**config.mk**
```make
export PLATFORM = sky130hd
export DESIGN_NAME = uirq_core
export DESIGN_NICKNAME = d
export VERILOG_FILES = /design/src/design/uirq_pkg.sv /design/src/design/uirq_core.sv
export VERILOG_INCLUDE_DIRS = /design/src /design/src/design
export SDC_FILE = /design/constraint.sdc
export NUM_CORES = 1
export LEC_CHECK = 0
export BUFFER_PORTS_ARGS = -buffer_cell sky130_fd_sc_hd__buf_2
export CORE_MARGIN = 2
export CORE_UTILIZATION = 53
export DETAILED_ROUTE_END_ITERATION = 16
export PLACE_DENSITY = 0.82
export SLEW_MARGIN = 20
export SYNTH_ARGS = -nofsm -noshare
export SYNTH_HDL_FRONTEND = slang
export SYNTH_SLANG_ARGS = --single-unit
```
**constraint.sdc**
```tcl
create_clock -name aclk -period 5.6 [get_ports aclk]
set_input_delay 1.4 -clock aclk [delete_from_list [all_inputs] [get_ports aclk]]
set_output_delay 1.4 -clock aclk [all_outputs]
set_load 0.03 [all_outputs]
```
**src/design/uirq_defs.svh**
```systemverilog
/*
  Constants for the USB raw interrupt and enable block: register offsets, raw bit positions, bus responses.
  Assumes byte addresses on a 32-bit AXI4-Lite bus and one aligned word per register.
*/
// What this block does
// - raw bit 19 is high while any endpoint handshake flag is set and falls once all are cleared.
// - raw bit 18 is high while any endpoint abort-complete flag is set and falls once all are cleared.
// - in device mode raw bit 17 is set on each received frame start and cleared by a frame-number read.
// - raw bit 15 is set on host resume in device mode and cleared by a write of the engine resume flag.
// - in device mode raw bit 14 is set on any change of the sleep flag and cleared by a write of that flag.
// - in device mode raw bit 13 is set on any change of the device attach state and cleared by a write of the connected flag.
// - raw bit 4 is high while any buffer-done flag is set and falls once all are cleared.
// - raw bit 3 is set each time the transfer-finished flag becomes set.
// - software clears raw bit 3 by writing a one to that bit of the raw register.
// - in host mode raw bit 2 is set on each sent frame start and cleared by a frame-number read.
// - in host mode raw bit 1 is set on remote wake-up and cleared by a write of the engine resume flag.
// - in host mode raw bit 0 is set on a line speed change and cleared by a write of the speed field.
// - masked status is raw anded with enable, ored with force, bit for bit.
`ifndef UIRQ_DEFS_SVH
`define UIRQ_DEFS_SVH
`define UIRQ_OFS_RAW      8'h8C
`define UIRQ_OFS_ENA      8'h90
`define UIRQ_OFS_FORCE    8'h94
`define UIRQ_OFS_MASKED   8'h98
`define UIRQ_OFS_EVT_STAT 8'hA0
`define UIRQ_OFS_EVT_CLR  8'hA4
`define UIRQ_OFS_EVT_ENA  8'hA8
`define UIRQ_NBITS        20
`define UIRQ_B_EPHS       19
`define UIRQ_B_ABORT      18
`define UIRQ_B_DSOF       17
`define UIRQ_B_SETUP      16
`define UIRQ_B_DWAKE      15
`define UIRQ_B_DSLEEP     14
`define UIRQ_B_DATTACH    13
`define UIRQ_B_MIRROR_HI  12
`define UIRQ_B_MIRROR_LO  5
`define UIRQ_B_BUFDONE    4
`define UIRQ_B_TDONE      3
`define UIRQ_B_HSOF       2
`define UIRQ_B_HWAKE      1
`define UIRQ_B_HATTACH    0
`define UIRQ_EVT_RISE     0
`define UIRQ_EVT_BADADR   1
`define UIRQ_RESP_OKAY    2'h0
`define UIRQ_RESP_SLVERR  2'h2
`endif

```
**src/design/uirq_pkg.sv**
```systemverilog
/*
  Types shared by the USB raw interrupt and enable block.
  Assumes uirq_defs.svh for widths.
*/
`include "uirq_defs.svh"
package uirq_pkg;
  typedef logic [`UIRQ_NBITS-1:0] uirq_vec_t;
  typedef logic [31:0]            uirq_word_t;
  typedef logic [1:0]             uirq_resp_t;
  typedef logic [1:0]             uirq_evt_t;
endpackage

```
**src/design/uirq_core.sv**
```systemverilog
/*
  USB raw interrupt, enable, force and masked status registers behind an AXI4-Lite slave.
  Assumes all status inputs come from engine logic on aclk; pulses are one cycle wide.
*/
`timescale 1ns/1ps
`include "uirq_defs.svh"
module uirq_core (
  input  wire logic               aclk,                 // bus clock, 20 MHz
  input  wire logic               aresetn,              // synchronous reset, active low
  input  wire logic [7:0]         s_axi_awaddr,         // write address
  input  wire logic               s_axi_awvalid,        // write address valid
  output logic                    s_axi_awready,        // write address ready
  input  wire uirq_pkg::uirq_word_t s_axi_wdata,        // write data
  input  wire logic [3:0]         s_axi_wstrb,          // write byte enables
  input  wire logic               s_axi_wvalid,         // write data valid
  output logic                    s_axi_wready,         // write data ready
  output uirq_pkg::uirq_resp_t    s_axi_bresp,          // write response
  output logic                    s_axi_bvalid,         // write response valid
  input  wire logic               s_axi_bready,         // write response ready
  input  wire logic [7:0]         s_axi_araddr,         // read address
  input  wire logic               s_axi_arvalid,        // read address valid
  output logic                    s_axi_arready,        // read address ready
  output uirq_pkg::uirq_word_t    s_axi_rdata,          // read data
  output uirq_pkg::uirq_resp_t    s_axi_rresp,          // read response
  output logic                    s_axi_rvalid,         // read data valid
  input  wire logic               s_axi_rready,         // read data ready
  input  wire logic               host_mode,            // 1 host, 0 device
  input  wire logic [15:0]        endpoint_handshake_flags, // per-endpoint stall/nak flags
  input  wire logic [15:0]        abort_done_flags,     // per-endpoint abort complete
  input  wire logic [31:0]        buffer_done_flags,    // per-buffer completion
  input  wire logic               sof_rx_pulse,         // frame start received
  input  wire logic               sof_tx_pulse,         // frame start sent
  input  wire logic               frame_num_read,       // software read of frame number
  input  wire logic               setup_packet_flag,    // engine setup received
  input  wire logic               wake_seen_pulse,      // resume signalling detected
  input  wire logic               resume_flag_wr,       // software write of resume flag
  input  wire logic               sleep_flag,           // engine sleep_flag state
  input  wire logic               sleep_flag_wr,        // software write of sleep flag
  input  wire logic               attach_flag,          // device connected state
  input  wire logic               attach_flag_wr,       // software write of connected flag
  input  wire logic               bus_reset_flag,       // engine bus reset
  input  wire logic               supply_present_flag,  // engine supply detected
  input  wire logic               stall_handshake_flag, // engine stall received
  input  wire logic               crc_fail_flag,        // engine crc error
  input  wire logic               stuffing_fail_flag,   // engine stuffing_fail_flag
  input  wire logic               rx_overflow_flag,     // engine receive overflow
  input  wire logic               rx_timeout_flag,      // engine receive timeout
  input  wire logic               toggle_mismatch_flag, // engine data sequence error
  input  wire logic               transfer_finished,    // engine transfer-finished flag
  input  wire logic [1:0]         line_speed,           // detected line speed
  input  wire logic               line_speed_wr,        // software write of speed field
  output logic                    usb_irq,              // request to processor, level
  output logic                    evt_irq               // block event interrupt, level
);
  import uirq_pkg::*;

  uirq_vec_t  raw_w;
  uirq_vec_t  masked_w;
  uirq_vec_t  ena_r;
  uirq_vec_t  force_r;
  logic       dsof_r, dwake_r, dsleep_r, dattach_r, tdone_r, hsof_r, hwake_r, hattach_r;
  logic       prime_r;
  logic       sleep_prev_r, attach_prev_r, tdone_prev_r;
  logic [1:0] speed_prev_r;
  logic       aw_held_r, w_held_r;
  logic [7:0] awaddr_r;
  uirq_word_t wdata_r;
  logic [3:0] wstrb_r;
  logic       wr_fire;
  logic       wr_hit;
  logic       rd_fire;
  uirq_word_t rd_word;
  logic       rd_hit;
  logic       irq_prev_r;
  uirq_evt_t  evt_stat_r;
  uirq_evt_t  evt_ena_r;
  uirq_evt_t  evt_set;
  logic       tdone_w1c;
  logic       sleep_chg, attach_chg, speed_chg, tdone_rise;

  // level summaries, direct mirrors and sticky bits
  always_comb begin
    raw_w                    = '0;
    raw_w[`UIRQ_B_EPHS]      = |endpoint_handshake_flags;
    raw_w[`UIRQ_B_ABORT]     = |abort_done_flags;
    raw_w[`UIRQ_B_DSOF]      = dsof_r;
    raw_w[`UIRQ_B_SETUP]     = setup_packet_flag;
    raw_w[`UIRQ_B_DWAKE]     = dwake_r;
    raw_w[`UIRQ_B_DSLEEP]    = dsleep_r;
    raw_w[`UIRQ_B_DATTACH]   = dattach_r;
    raw_w[`UIRQ_B_MIRROR_HI:`UIRQ_B_MIRROR_LO] = {bus_reset_flag, supply_present_flag, stall_handshake_flag,
                                crc_fail_flag,
                                stuffing_fail_flag, rx_overflow_flag, rx_timeout_flag,
                                toggle_mismatch_flag};
    raw_w[`UIRQ_B_BUFDONE]   = |buffer_done_flags;
    raw_w[`UIRQ_B_TDONE]     = tdone_r;
    raw_w[`UIRQ_B_HSOF]      = hsof_r;
    raw_w[`UIRQ_B_HWAKE]     = hwake_r;
    raw_w[`UIRQ_B_HATTACH]   = hattach_r;
  end

  assign masked_w = (raw_w & ena_r) | force_r;
  assign usb_irq  = |masked_w;

  // previous values of level flags; first cycle after reset only loads them
  always_ff @(posedge aclk) begin
    if (!aresetn) begin
      prime_r       <= 1'b0;
      sleep_prev_r  <= 1'b0;
      attach_prev_r <= 1'b0;
      tdone_prev_r  <= 1'b0;
      speed_prev_r  <= 2'h0;
    end else begin
      prime_r       <= 1'b1;
      sleep_prev_r  <= sleep_flag;
      attach_prev_r <= attach_flag;
      tdone_prev_r  <= transfer_finished;
      speed_prev_r  <= line_speed;
    end
  end

  assign sleep_chg  = prime_r && (sleep_flag != sleep_prev_r);
  assign attach_chg = prime_r && (attach_flag != attach_prev_r);
  assign speed_chg  = prime_r && (line_speed != speed_prev_r);
  assign tdone_rise = prime_r && transfer_finished && !tdone_prev_r;
  assign tdone_w1c  = wr_fire && (awaddr_r == `UIRQ_OFS_RAW) && wstrb_r[0] && wdata_r[`UIRQ_B_TDONE];

  // sticky bits: a set in the same cycle as its clear wins
  always_ff @(posedge aclk) begin
    if (!aresetn) begin
      dsof_r    <= 1'b0;
      dwake_r   <= 1'b0;
      dsleep_r  <= 1'b0;
      dattach_r <= 1'b0;
      tdone_r   <= 1'b0;
      hsof_r    <= 1'b0;
      hwake_r   <= 1'b0;
      hattach_r <= 1'b0;
    end else begin
      dsof_r    <= (!host_mode && sof_rx_pulse) || (dsof_r && !frame_num_read);
      dwake_r   <= (!host_mode && wake_seen_pulse) || (dwake_r && !resume_flag_wr);
      dsleep_r  <= (!host_mode && sleep_chg) || (dsleep_r && !sleep_flag_wr);
      dattach_r <= (!host_mode && attach_chg) || (dattach_r && !attach_flag_wr);
      tdone_r   <= tdone_rise || (tdone_r && !tdone_w1c);
      hsof_r    <= (host_mode && sof_tx_pulse) || (hsof_r && !frame_num_read);
      hwake_r   <= (host_mode && wake_seen_pulse) || (hwake_r && !resume_flag_wr);
      hattach_r <= (host_mode && speed_chg) || (hattach_r && !line_speed_wr);
    end
  end

  // write channel: address and data taken in either order
  assign s_axi_awready = !aw_held_r && !s_axi_bvalid;
  assign s_axi_wready  = !w_held_r && !s_axi_bvalid;
  assign wr_fire       = aw_held_r && w_held_r && !s_axi_bvalid;

  always_comb begin
    unique case (awaddr_r)
      `UIRQ_OFS_RAW, `UIRQ_OFS_ENA, `UIRQ_OFS_FORCE, `UIRQ_OFS_MASKED,
      `UIRQ_OFS_EVT_STAT, `UIRQ_OFS_EVT_CLR, `UIRQ_OFS_EVT_ENA: wr_hit = 1'b1;
      default:                                                  wr_hit = 1'b0;
    endcase
  end

  always_ff @(posedge aclk) begin
    if (!aresetn) begin
      aw_held_r    <= 1'b0;
      w_held_r     <= 1'b0;
      awaddr_r     <= 8'h00;
      wdata_r      <= 32'h00000000;
      wstrb_r      <= 4'h0;
      s_axi_bvalid <= 1'b0;
      s_axi_bresp  <= `UIRQ_RESP_OKAY;
    end else begin
      if (s_axi_awvalid && s_axi_awready) begin
        aw_held_r <= 1'b1;
        awaddr_r  <= {s_axi_awaddr[7:2], 2'b00};
      end
      if (s_axi_wvalid && s_axi_wready) begin
        w_held_r <= 1'b1;
        wdata_r  <= s_axi_wdata;
        wstrb_r  <= s_axi_wstrb;
      end
      if (wr_fire) begin
        aw_held_r    <= 1'b0;
        w_held_r     <= 1'b0;
        s_axi_bvalid <= 1'b1;
        s_axi_bresp  <= wr_hit ? `UIRQ_RESP_OKAY : `UIRQ_RESP_SLVERR;
      end else if (s_axi_bvalid && s_axi_bready) begin
        s_axi_bvalid <= 1'b0;
      end
    end
  end

  // enable and force registers with byte lanes; bits above 19 stay zero
  always_ff @(posedge aclk) begin
    if (!aresetn) begin
      ena_r   <= '0;
      force_r <= '0;
    end else if (wr_fire) begin
      for (int b = 0; b < `UIRQ_NBITS; b++) begin
        if (wstrb_r[b/8] && awaddr_r == `UIRQ_OFS_ENA) begin
          ena_r[b] <= wdata_r[b];
        end
        if (wstrb_r[b/8] && awaddr_r == `UIRQ_OFS_FORCE) begin
          force_r[b] <= wdata_r[b];
        end
      end
    end
  end

  // read channel
  assign s_axi_arready = !s_axi_rvalid;
  assign rd_fire       = s_axi_arvalid && s_axi_arready;

  always_comb begin
    rd_word = 32'h00000000;
    rd_hit  = 1'b1;
    unique case ({s_axi_araddr[7:2], 2'b00})
      `UIRQ_OFS_RAW:      rd_word[`UIRQ_NBITS-1:0] = raw_w;
      `UIRQ_OFS_ENA:      rd_word[`UIRQ_NBITS-1:0] = ena_r;
      `UIRQ_OFS_FORCE:    rd_word[`UIRQ_NBITS-1:0] = force_r;
      `UIRQ_OFS_MASKED:   rd_word[`UIRQ_NBITS-1:0] = masked_w;
      `UIRQ_OFS_EVT_STAT: rd_word[1:0]             = evt_stat_r;
      `UIRQ_OFS_EVT_CLR:  rd_word                  = 32'h00000000;
      `UIRQ_OFS_EVT_ENA:  rd_word[1:0]             = evt_ena_r;
      default:            rd_hit                   = 1'b0;
    endcase
  end

  always_ff @(posedge aclk) begin
    if (!aresetn) begin
      s_axi_rvalid <= 1'b0;
      s_axi_rdata  <= 32'h00000000;
      s_axi_rresp  <= `UIRQ_RESP_OKAY;
    end else if (rd_fire) begin
      s_axi_rvalid <= 1'b1;
      s_axi_rdata  <= rd_word;
      s_axi_rresp  <= rd_hit ? `UIRQ_RESP_OKAY : `UIRQ_RESP_SLVERR;
    end else if (s_axi_rvalid && s_axi_rready) begin
      s_axi_rvalid <= 1'b0;
    end
  end

  // block events: request rising edge and unmapped accesses
  always_comb begin
    evt_set                   = 2'h0;
    evt_set[`UIRQ_EVT_RISE]   = usb_irq && !irq_prev_r;
    evt_set[`UIRQ_EVT_BADADR] = (wr_fire && !wr_hit) || (rd_fire && !rd_hit);
  end

  always_ff @(posedge aclk) begin
    if (!aresetn) begin
      irq_prev_r <= 1'b0;
      evt_stat_r <= 2'h0;
      evt_ena_r  <= 2'h0;
    end else begin
      irq_prev_r <= usb_irq;
      if (wr_fire && awaddr_r == `UIRQ_OFS_EVT_CLR && wstrb_r[0]) begin
        evt_stat_r <= evt_set | (evt_stat_r & ~wdata_r[1:0]);
      end else begin
        evt_stat_r <= evt_set | evt_stat_r;
      end
      if (wr_fire && awaddr_r == `UIRQ_OFS_EVT_ENA && wstrb_r[0]) begin
        evt_ena_r <= wdata_r[1:0];
      end
    end
  end

  assign evt_irq = |(evt_stat_r & evt_ena_r);

  // summary bits are checked through the read path that software uses
  stall_nak_a: assert property (@(posedge aclk) disable iff (!aresetn)
    rd_fire && s_axi_araddr == `UIRQ_OFS_RAW |=>
    s_axi_rdata[`UIRQ_B_EPHS] == ($past(endpoint_handshake_flags) != 16'h0000))
    else $error("raw bit 19 wrong");
  abort_done_a: assert property (@(posedge aclk) disable iff (!aresetn)
    rd_fire && s_axi_araddr == `UIRQ_OFS_RAW |=>
    s_axi_rdata[`UIRQ_B_ABORT] == ($past(abort_done_flags) != 16'h0000))
    else $error("raw bit 18 wrong");
  device_frame_start_irq_a: assert property (@(posedge aclk) disable iff (!aresetn)
    (!host_mode && sof_rx_pulse) || (raw_w[`UIRQ_B_DSOF] && !frame_num_read) |=>
    raw_w[`UIRQ_B_DSOF])
    else $error("frame start lost");
  sleep_change_a: assert property (@(posedge aclk) disable iff (!aresetn)
    prime_r && !host_mode && $changed(sleep_flag) |-> ##1 raw_w[`UIRQ_B_DSLEEP])
    else $error("sleep change lost");
  buffer_done_a: assert property (@(posedge aclk) disable iff (!aresetn)
    rd_fire && s_axi_araddr == `UIRQ_OFS_RAW |=>
    s_axi_rdata[`UIRQ_B_BUFDONE] == ($past(buffer_done_flags) != 32'h00000000))
    else $error("raw bit 4 wrong");
  tdone_set_a: assert property (@(posedge aclk) disable iff (!aresetn)
    prime_r && $rose(transfer_finished) |=> raw_w[`UIRQ_B_TDONE])
    else $error("bit 3 not raised");
  tdone_clear_a: assert property (@(posedge aclk) disable iff (!aresetn)
    tdone_w1c && !tdone_rise |=> !raw_w[`UIRQ_B_TDONE])
    else $error("bit 3 not cleared");
  host_wake_a: assert property (@(posedge aclk) disable iff (!aresetn)
    host_mode && wake_seen_pulse |=> raw_w[`UIRQ_B_HWAKE])
    else $error("host wake lost");
  host_speed_a: assert property (@(posedge aclk) disable iff (!aresetn)
    host_mode && prime_r && $changed(line_speed) |=> raw_w[`UIRQ_B_HATTACH])
    else $error("speed change lost");
  irq_level_a: assert property (@(posedge aclk) disable iff (!aresetn)
    rd_fire && s_axi_araddr == `UIRQ_OFS_MASKED |=>
    s_axi_rdata == {12'h000, ($past(raw_w) & $past(ena_r)) | $past(force_r)} &&
    (s_axi_rdata != 32'h00000000) == $past(usb_irq))
    else $error("request level wrong");
  enable_reset_a: assert property (@(posedge aclk)
    !aresetn |=> ena_r == 20'h00000)
    else $error("enable not reset");
  write_resp_a: assert property (@(posedge aclk) disable iff (!aresetn)
    wr_fire |=> s_axi_bvalid ##1 $stable(ena_r))
    else $error("no write response");

endmodule // uirq_core

```
Yosys cells after proc, flatten, opt, wreduce, memory -nomap -nowiden

Index checks and enable logic that the tools add are counted.

Eq/ne operators: 17
Muxes and demuxes: 12
Bitwise logic cells: 8
Reduce and logical (&&, ||, !) cells: 85

Operators by type and width:

| kind                                       | count |
|---|---|
| equality test 6 bit, second input constant | 14 |
| case mux 18 bit (4 select lines)           | 1 |
| logical AND 1 bit                          | 45 |
| OR reduction 16 bit                        | 2 |
| OR reduction 32 bit                        | 1 |
| AND 20 bit                                 | 1 |
| OR 20 bit                                  | 1 |
| OR reduction 20 bit                        | 1 |
| logical NOT 1 bit                          | 15 |
| OR reduction 7 bit                         | 2 |
| case mux 2 bit (6 select lines)            | 1 |
| AND reduction 2 bit                        | 6 |
| logical OR 1 bit                           | 9 |
| 2-to-1 mux 1 bit                           | 7 |
| 2-to-1 mux 2 bit                           | 3 |
| AND 2 bit                                  | 2 |
| OR 2 bit                                   | 2 |
| nonzero test 2 bit                         | 2 |
| OR reduction 2 bit                         | 2 |
| != test 1 bit                              | 2 |
| != test 2 bit                              | 1 |
| NOT 2 bit                                  | 1 |
| NOT 1 bit                                  | 1 |

Flip-flop bits (word level): 116
Output and inout bits: 43

Longest topological paths before layout

Word-level depth: 8
Gate-level depth with buffers: 7
Depth with buffers taken out: 5

Worst setup path before layout

No wires, ideal clock.

Kind: input -> output
Start: input port abort_done_flags[12]
End: output port usb_irq
Arrival: 2.420 ns
Data required time: 4.200 ns
Setup slack: 1.780 ns
Stages on the path: 4
Buffers on the path: 0
Cell sequence: nor4_1 > nand4_1 > a211oi_1 > nand4_1

Cells in the longest elaborated chain, start to end: 4

RTL lines:

| item                | RTL line         | text |
|---|---|---|
| from (decl)         | uirq_core.sv:29  | `input wire logic [15:0] abort_done_flags,` |
| OR reduction 16 bit | uirq_core.sv:85  | `` raw_w[`UIRQ_B_ABORT] = \|abort_done_flags; `` |
| AND 20 bit          | uirq_core.sv:102 | `assign masked_w = (raw_w & ena_r) \| force_r;` |
| OR 20 bit           | uirq_core.sv:102 |  |
| OR reduction 20 bit | uirq_core.sv:103 | `assign usb_irq = \|masked_w;` |
| to (decl)           | uirq_core.sv:52  | `output logic usb_irq,` |

No other way between the ends.

Worst setup path after layout

Start: input port abort_done_flags[1]
End: output port usb_irq

The elaborated chain is that of the path after synthesis.

==> results by group <==
Run status
  – Status: finished, final reports clean

Power and ir drop
  – Clock network power share: 50.1%
  – Maximum vdd drop: between 200 and 250 µV
  – Comb power frac: 8.4%
  – Leakage: 2.677 nW
  – Cell internal pwr: around 1.6 mW
  – Pwr Density: 324.8 nW/µm²
  – Seq pwr share: 41.5%
  – Sw frac: 23.74%
  – Power consumption: 2.088 mW
  – Sw power: roughly 500 µW

Logic synthesis
  – Post-synth EDFFs: 0
  – Post-synthesis xor/xnor area fraction: about 1.2%
  – Synth warn: 0
  – Adder-cell area share of the yosys netlist: 0%
  – Sequential area share after synthesis: 45.35%
  – Post-synthesis compound-gate area fraction: roughly a fifth
  – Mapped Area: 5032 µm²
  – Post-Synth Simple-Gate Area: roughly 24%
  – Average size of a mapped cell: approximately 8.3 µm²
  – Flops & latches, synth: around 110
  – Main combinational cell family by area after synthesis: simple AND/OR/NAND/NOR gates
  – Ys flop type: dfxtp_1
  – Mux cell area share after synthesis: 4.376%
  – FFs w/ async S/R, synth: 0%
  – Post-synthesis cell count: 604
  – Synth unique cells: 52

Final layout
  – Area growth from synthesis to layout: 27.72%
  – # diodes: 0
  – Nets: about 900
  – Post-Layout Inst Area: 6427 µm²
  – Fraction of final layout cells sized beyond drive strength 1: 26.51%

CTS
  – Clock Tree Buf Depth: 2
  – CTS tree: yes
  – Num CTS Buffers: 17
  – Clock sink total: 114
  – H-tree levels: 4
  – Post-CTS Hold Buffers: 0
  – Post-CTS Setup Bufs: 0
  – Post-CTS resize count: 0
  – CTS clk-pin slew, worst paths: 0.05 ns
  – Root buffer cell: clkbuf_8
  – Latest clock arrival within the worst-skew pair: 0.51 ns

Detailed routing
  – DRT iter0 DRCs: 388
  – Via count: 5077
  – Drt first pass iters: 5
  – Wirelength per Cell: 16.38 µm
  – Vias per std cell: 5.698
  – WL final: roughly 15000 µm
  – Final ANT Viol Nets: 0
  – Number of remaining DRC errors: 0

Die
  – Die Footprint: 10290 µm²
  – Die height: 101.4 µm
  – Initial Util: 54.46%
  – # rows: 35
  – Core Area: about 9200 µm²
  – Boundary Pins: 189
  – Die width: between 100 and 150 µm

GRT
  – Global-route wire length before repair: approximately 22000 µm
  – Total Routing Usage GR: 27.95%
  – Vias in the first global route: roughly 4700
  – Congestion Overflow GR: 0
  – Antenna violations before repair: 0
  – Largest net degree at the start of global routing: 63

Placed design
  – Setup WS pre-CTS: 1.299 ns
  – Port bufs: roughly 160
  – DP Area: 5834 µm²
  – GPL Wtd Cong: 0.8968
  – HPWL Detailed: between 10000 and 15000 µm

Timing
  – Final setup margin: 1.307 ns
  – Unrepaired setup endpoints after global routing: false
  – Tmin final: 4.293 ns
  – # setup viols final: 0
  – Slew Limit Fails: 0
  – Final period util: 76.67%
  – Slew margin rel.: 28.16%
  – Pin slew with the least headroom to its limit: 1.074 ns
  – Endpoints failing hold: 0
  – Achievable frequency: 0.2329 GHz
  – Max Clock Skew: 0.007911 ns
  – Setup TNS Final: 0 ns

Critical path
  – CP endpoint kind: primary output
  – Crit path DAT: 2.89 ns
  – Critical Path Fanout Max: 3
  – Worst Reg-to-Reg Cells: 5
  – CP Data Required Time: between 4 and 5 ns
  – CP Launch Type: primary input
  – Crit Path Class: in -> out

Run
  – Max cap viols: 0

Min path
  – Worst hold path class: reg -> reg
  – Hold depth: 2
## layout by cell type (no fill, tap or decap), types with 3 or more instances in the layout
master       n
o21ai_0     23
clkbuf_8     6
clkinv_2     4
a221oi_1     4
a21boi_0     3
buf_2      157
o21a_1      16
clkbuf_16   16
mux2i_1     22
inv_1        8
o22ai_1      3
conb_1      14
a22oi_1      5
a22o_1       3
nand4_1      9
xor2_1       3
nand2b_1    14
nor4_1      22
a222oi_1    16
nand3_1     28
nor3_1       5
nor2b_1      3
dfxtp_1    114
and2_1      11
nor2_1      38
buf_4        4
a21oi_1     66
nand2_1    104
xnor2_1      4
a211oi_1     3
## state kept, by name (all words and copies together) (netlist names), 2 cells and up
signal        count
awaddr_r          6
wdata_r          20
force_r          20
s_axi_rdata      20
speed_prev_r      2
wstrb_r           3
ena_r            20
evt_ena_r         2
evt_stat_r        2
## per-layer routing
metal	part of all wire (%)	wire length [µm]	track usage, %	vias to the layer above
met2	49	7131	48.04	255
met3	8.4	1230	6.625	34
met4	2.9	426	11.95	0
li1	-	-	-	2438
met5	0	0	0	-
met1	40	5803	33.43	2350
## through the flow
step / hold WS [ns] / cells / utilization, %
after global placement: 0.4337 / 860 / 63.14
after global routing: 0.4770 / 891 / 69.56
after floorplan: 0.4450 / 617 / -
final: 0.4438 / 891 / 69.56
after detailed placement: 0.4370 / 860 / 63.14
after CTS: 0.4498 / 891 / 69.49
## cells in the mapped netlist (2+ instances only)
| cell | n | share of area [%] |
|---|---|---|
| nor2b_1 | 3 | 0.37 |
| inv_1 | 9 | 0.67 |
| o22ai_1 | 3 | 0.37 |
| mux2i_1 | 22 | 4.4 |
| nand3b_1 | 2 | 0.30 |
| clkbuf_1 | 28 | 2.1 |
| xor2_1 | 3 | 0.52 |
| buf_2 | 5 | 0.50 |
| nor4_1 | 23 | 2.9 |
| nand2b_1 | 14 | 1.7 |
| xnor2_1 | 4 | 0.70 |
| nand4_1 | 9 | 1.1 |
| a22oi_1 | 5 | 0.75 |
| nand2_1 | 104 | 7.8 |
| o21a_1 | 16 | 2.4 |
| nor3_1 | 6 | 0.60 |
| nor2_1 | 38 | 2.8 |
| a22o_1 | 3 | 0.52 |
| a221oi_1 | 4 | 0.70 |
| o21ai_0 | 23 | 2.3 |
| a211oi_1 | 3 | 0.45 |
| a21oi_1 | 66 | 6.6 |
| and2_1 | 11 | 1.4 |
| dfxtp_1 | 114 | 45 |
| a21boi_0 | 3 | 0.45 |
| nand2_2 | 2 | 0.25 |
| buf_4 | 14 | 2.1 |
| a222oi_1 | 16 | 3.2 |
| nand3_1 | 28 | 2.8 |
## worst max-delay path, stage by stage
cell and delay [ns]:
buf_2 0.10, nor4_1 0.28, nand4_1 0.22, a211oi_1 0.32, nand4_1 0.30, buf_2 0.28
## cell type report
type / count / area (µm²)
Multi-Input combinational cell: 446 / 2544
Tap cell: 129 / 161.4
Clock buffer: 22 / 483.0
Inverter: 10 / 37.54
Fill cell: 737 / 2813
Sequential cell: 114 / 2282
Clock inverter: 9 / 103.9
Timing Repair Buffer: 161 / 815.8
## power groups by stage
| stage | clock network (mW) | logic, mW | registers (mW) |
|---|---|---|---|
| floorplan | 0 | 0.112 | 0.875 |
| global placement | 0 | 0.168 | 0.880 |
| detailed placement | 0 | 0.174 | 0.882 |
| CTS | 1.05 | 0.175 | 0.865 |
| global route | 1.09 | 0.193 | 0.869 |
| finish | 1.05 | 0.176 | 0.866 |
## cell families after synthesis
logic type                count (synthesis)
AOI/OAI and AO/OA                       152
xor gates and xnor gates                  7
buffers and inverters                    57
DFF                                     114
muxes                                    22
other                                     1
and+or+nand+nor                         251
## final timing paths
path                               startpoint                          end  slack [ns]
hold reg to reg   s_axi_rdata[9]$_SDFFE_PN0P_  s_axi_rdata[9]$_SDFFE_PN0P_        0.44
hold / removal    s_axi_rdata[9]$_SDFFE_PN0P_  s_axi_rdata[9]$_SDFFE_PN0P_        0.44
setup / recovery          abort_done_flags[1]                      usb_irq        1.31
setup reg to reg    s_axi_bvalid$_SDFFE_PN0P_        ena_r[8]$_SDFFE_PN0P_        3.39
Power figures use the tool's default switching activity.
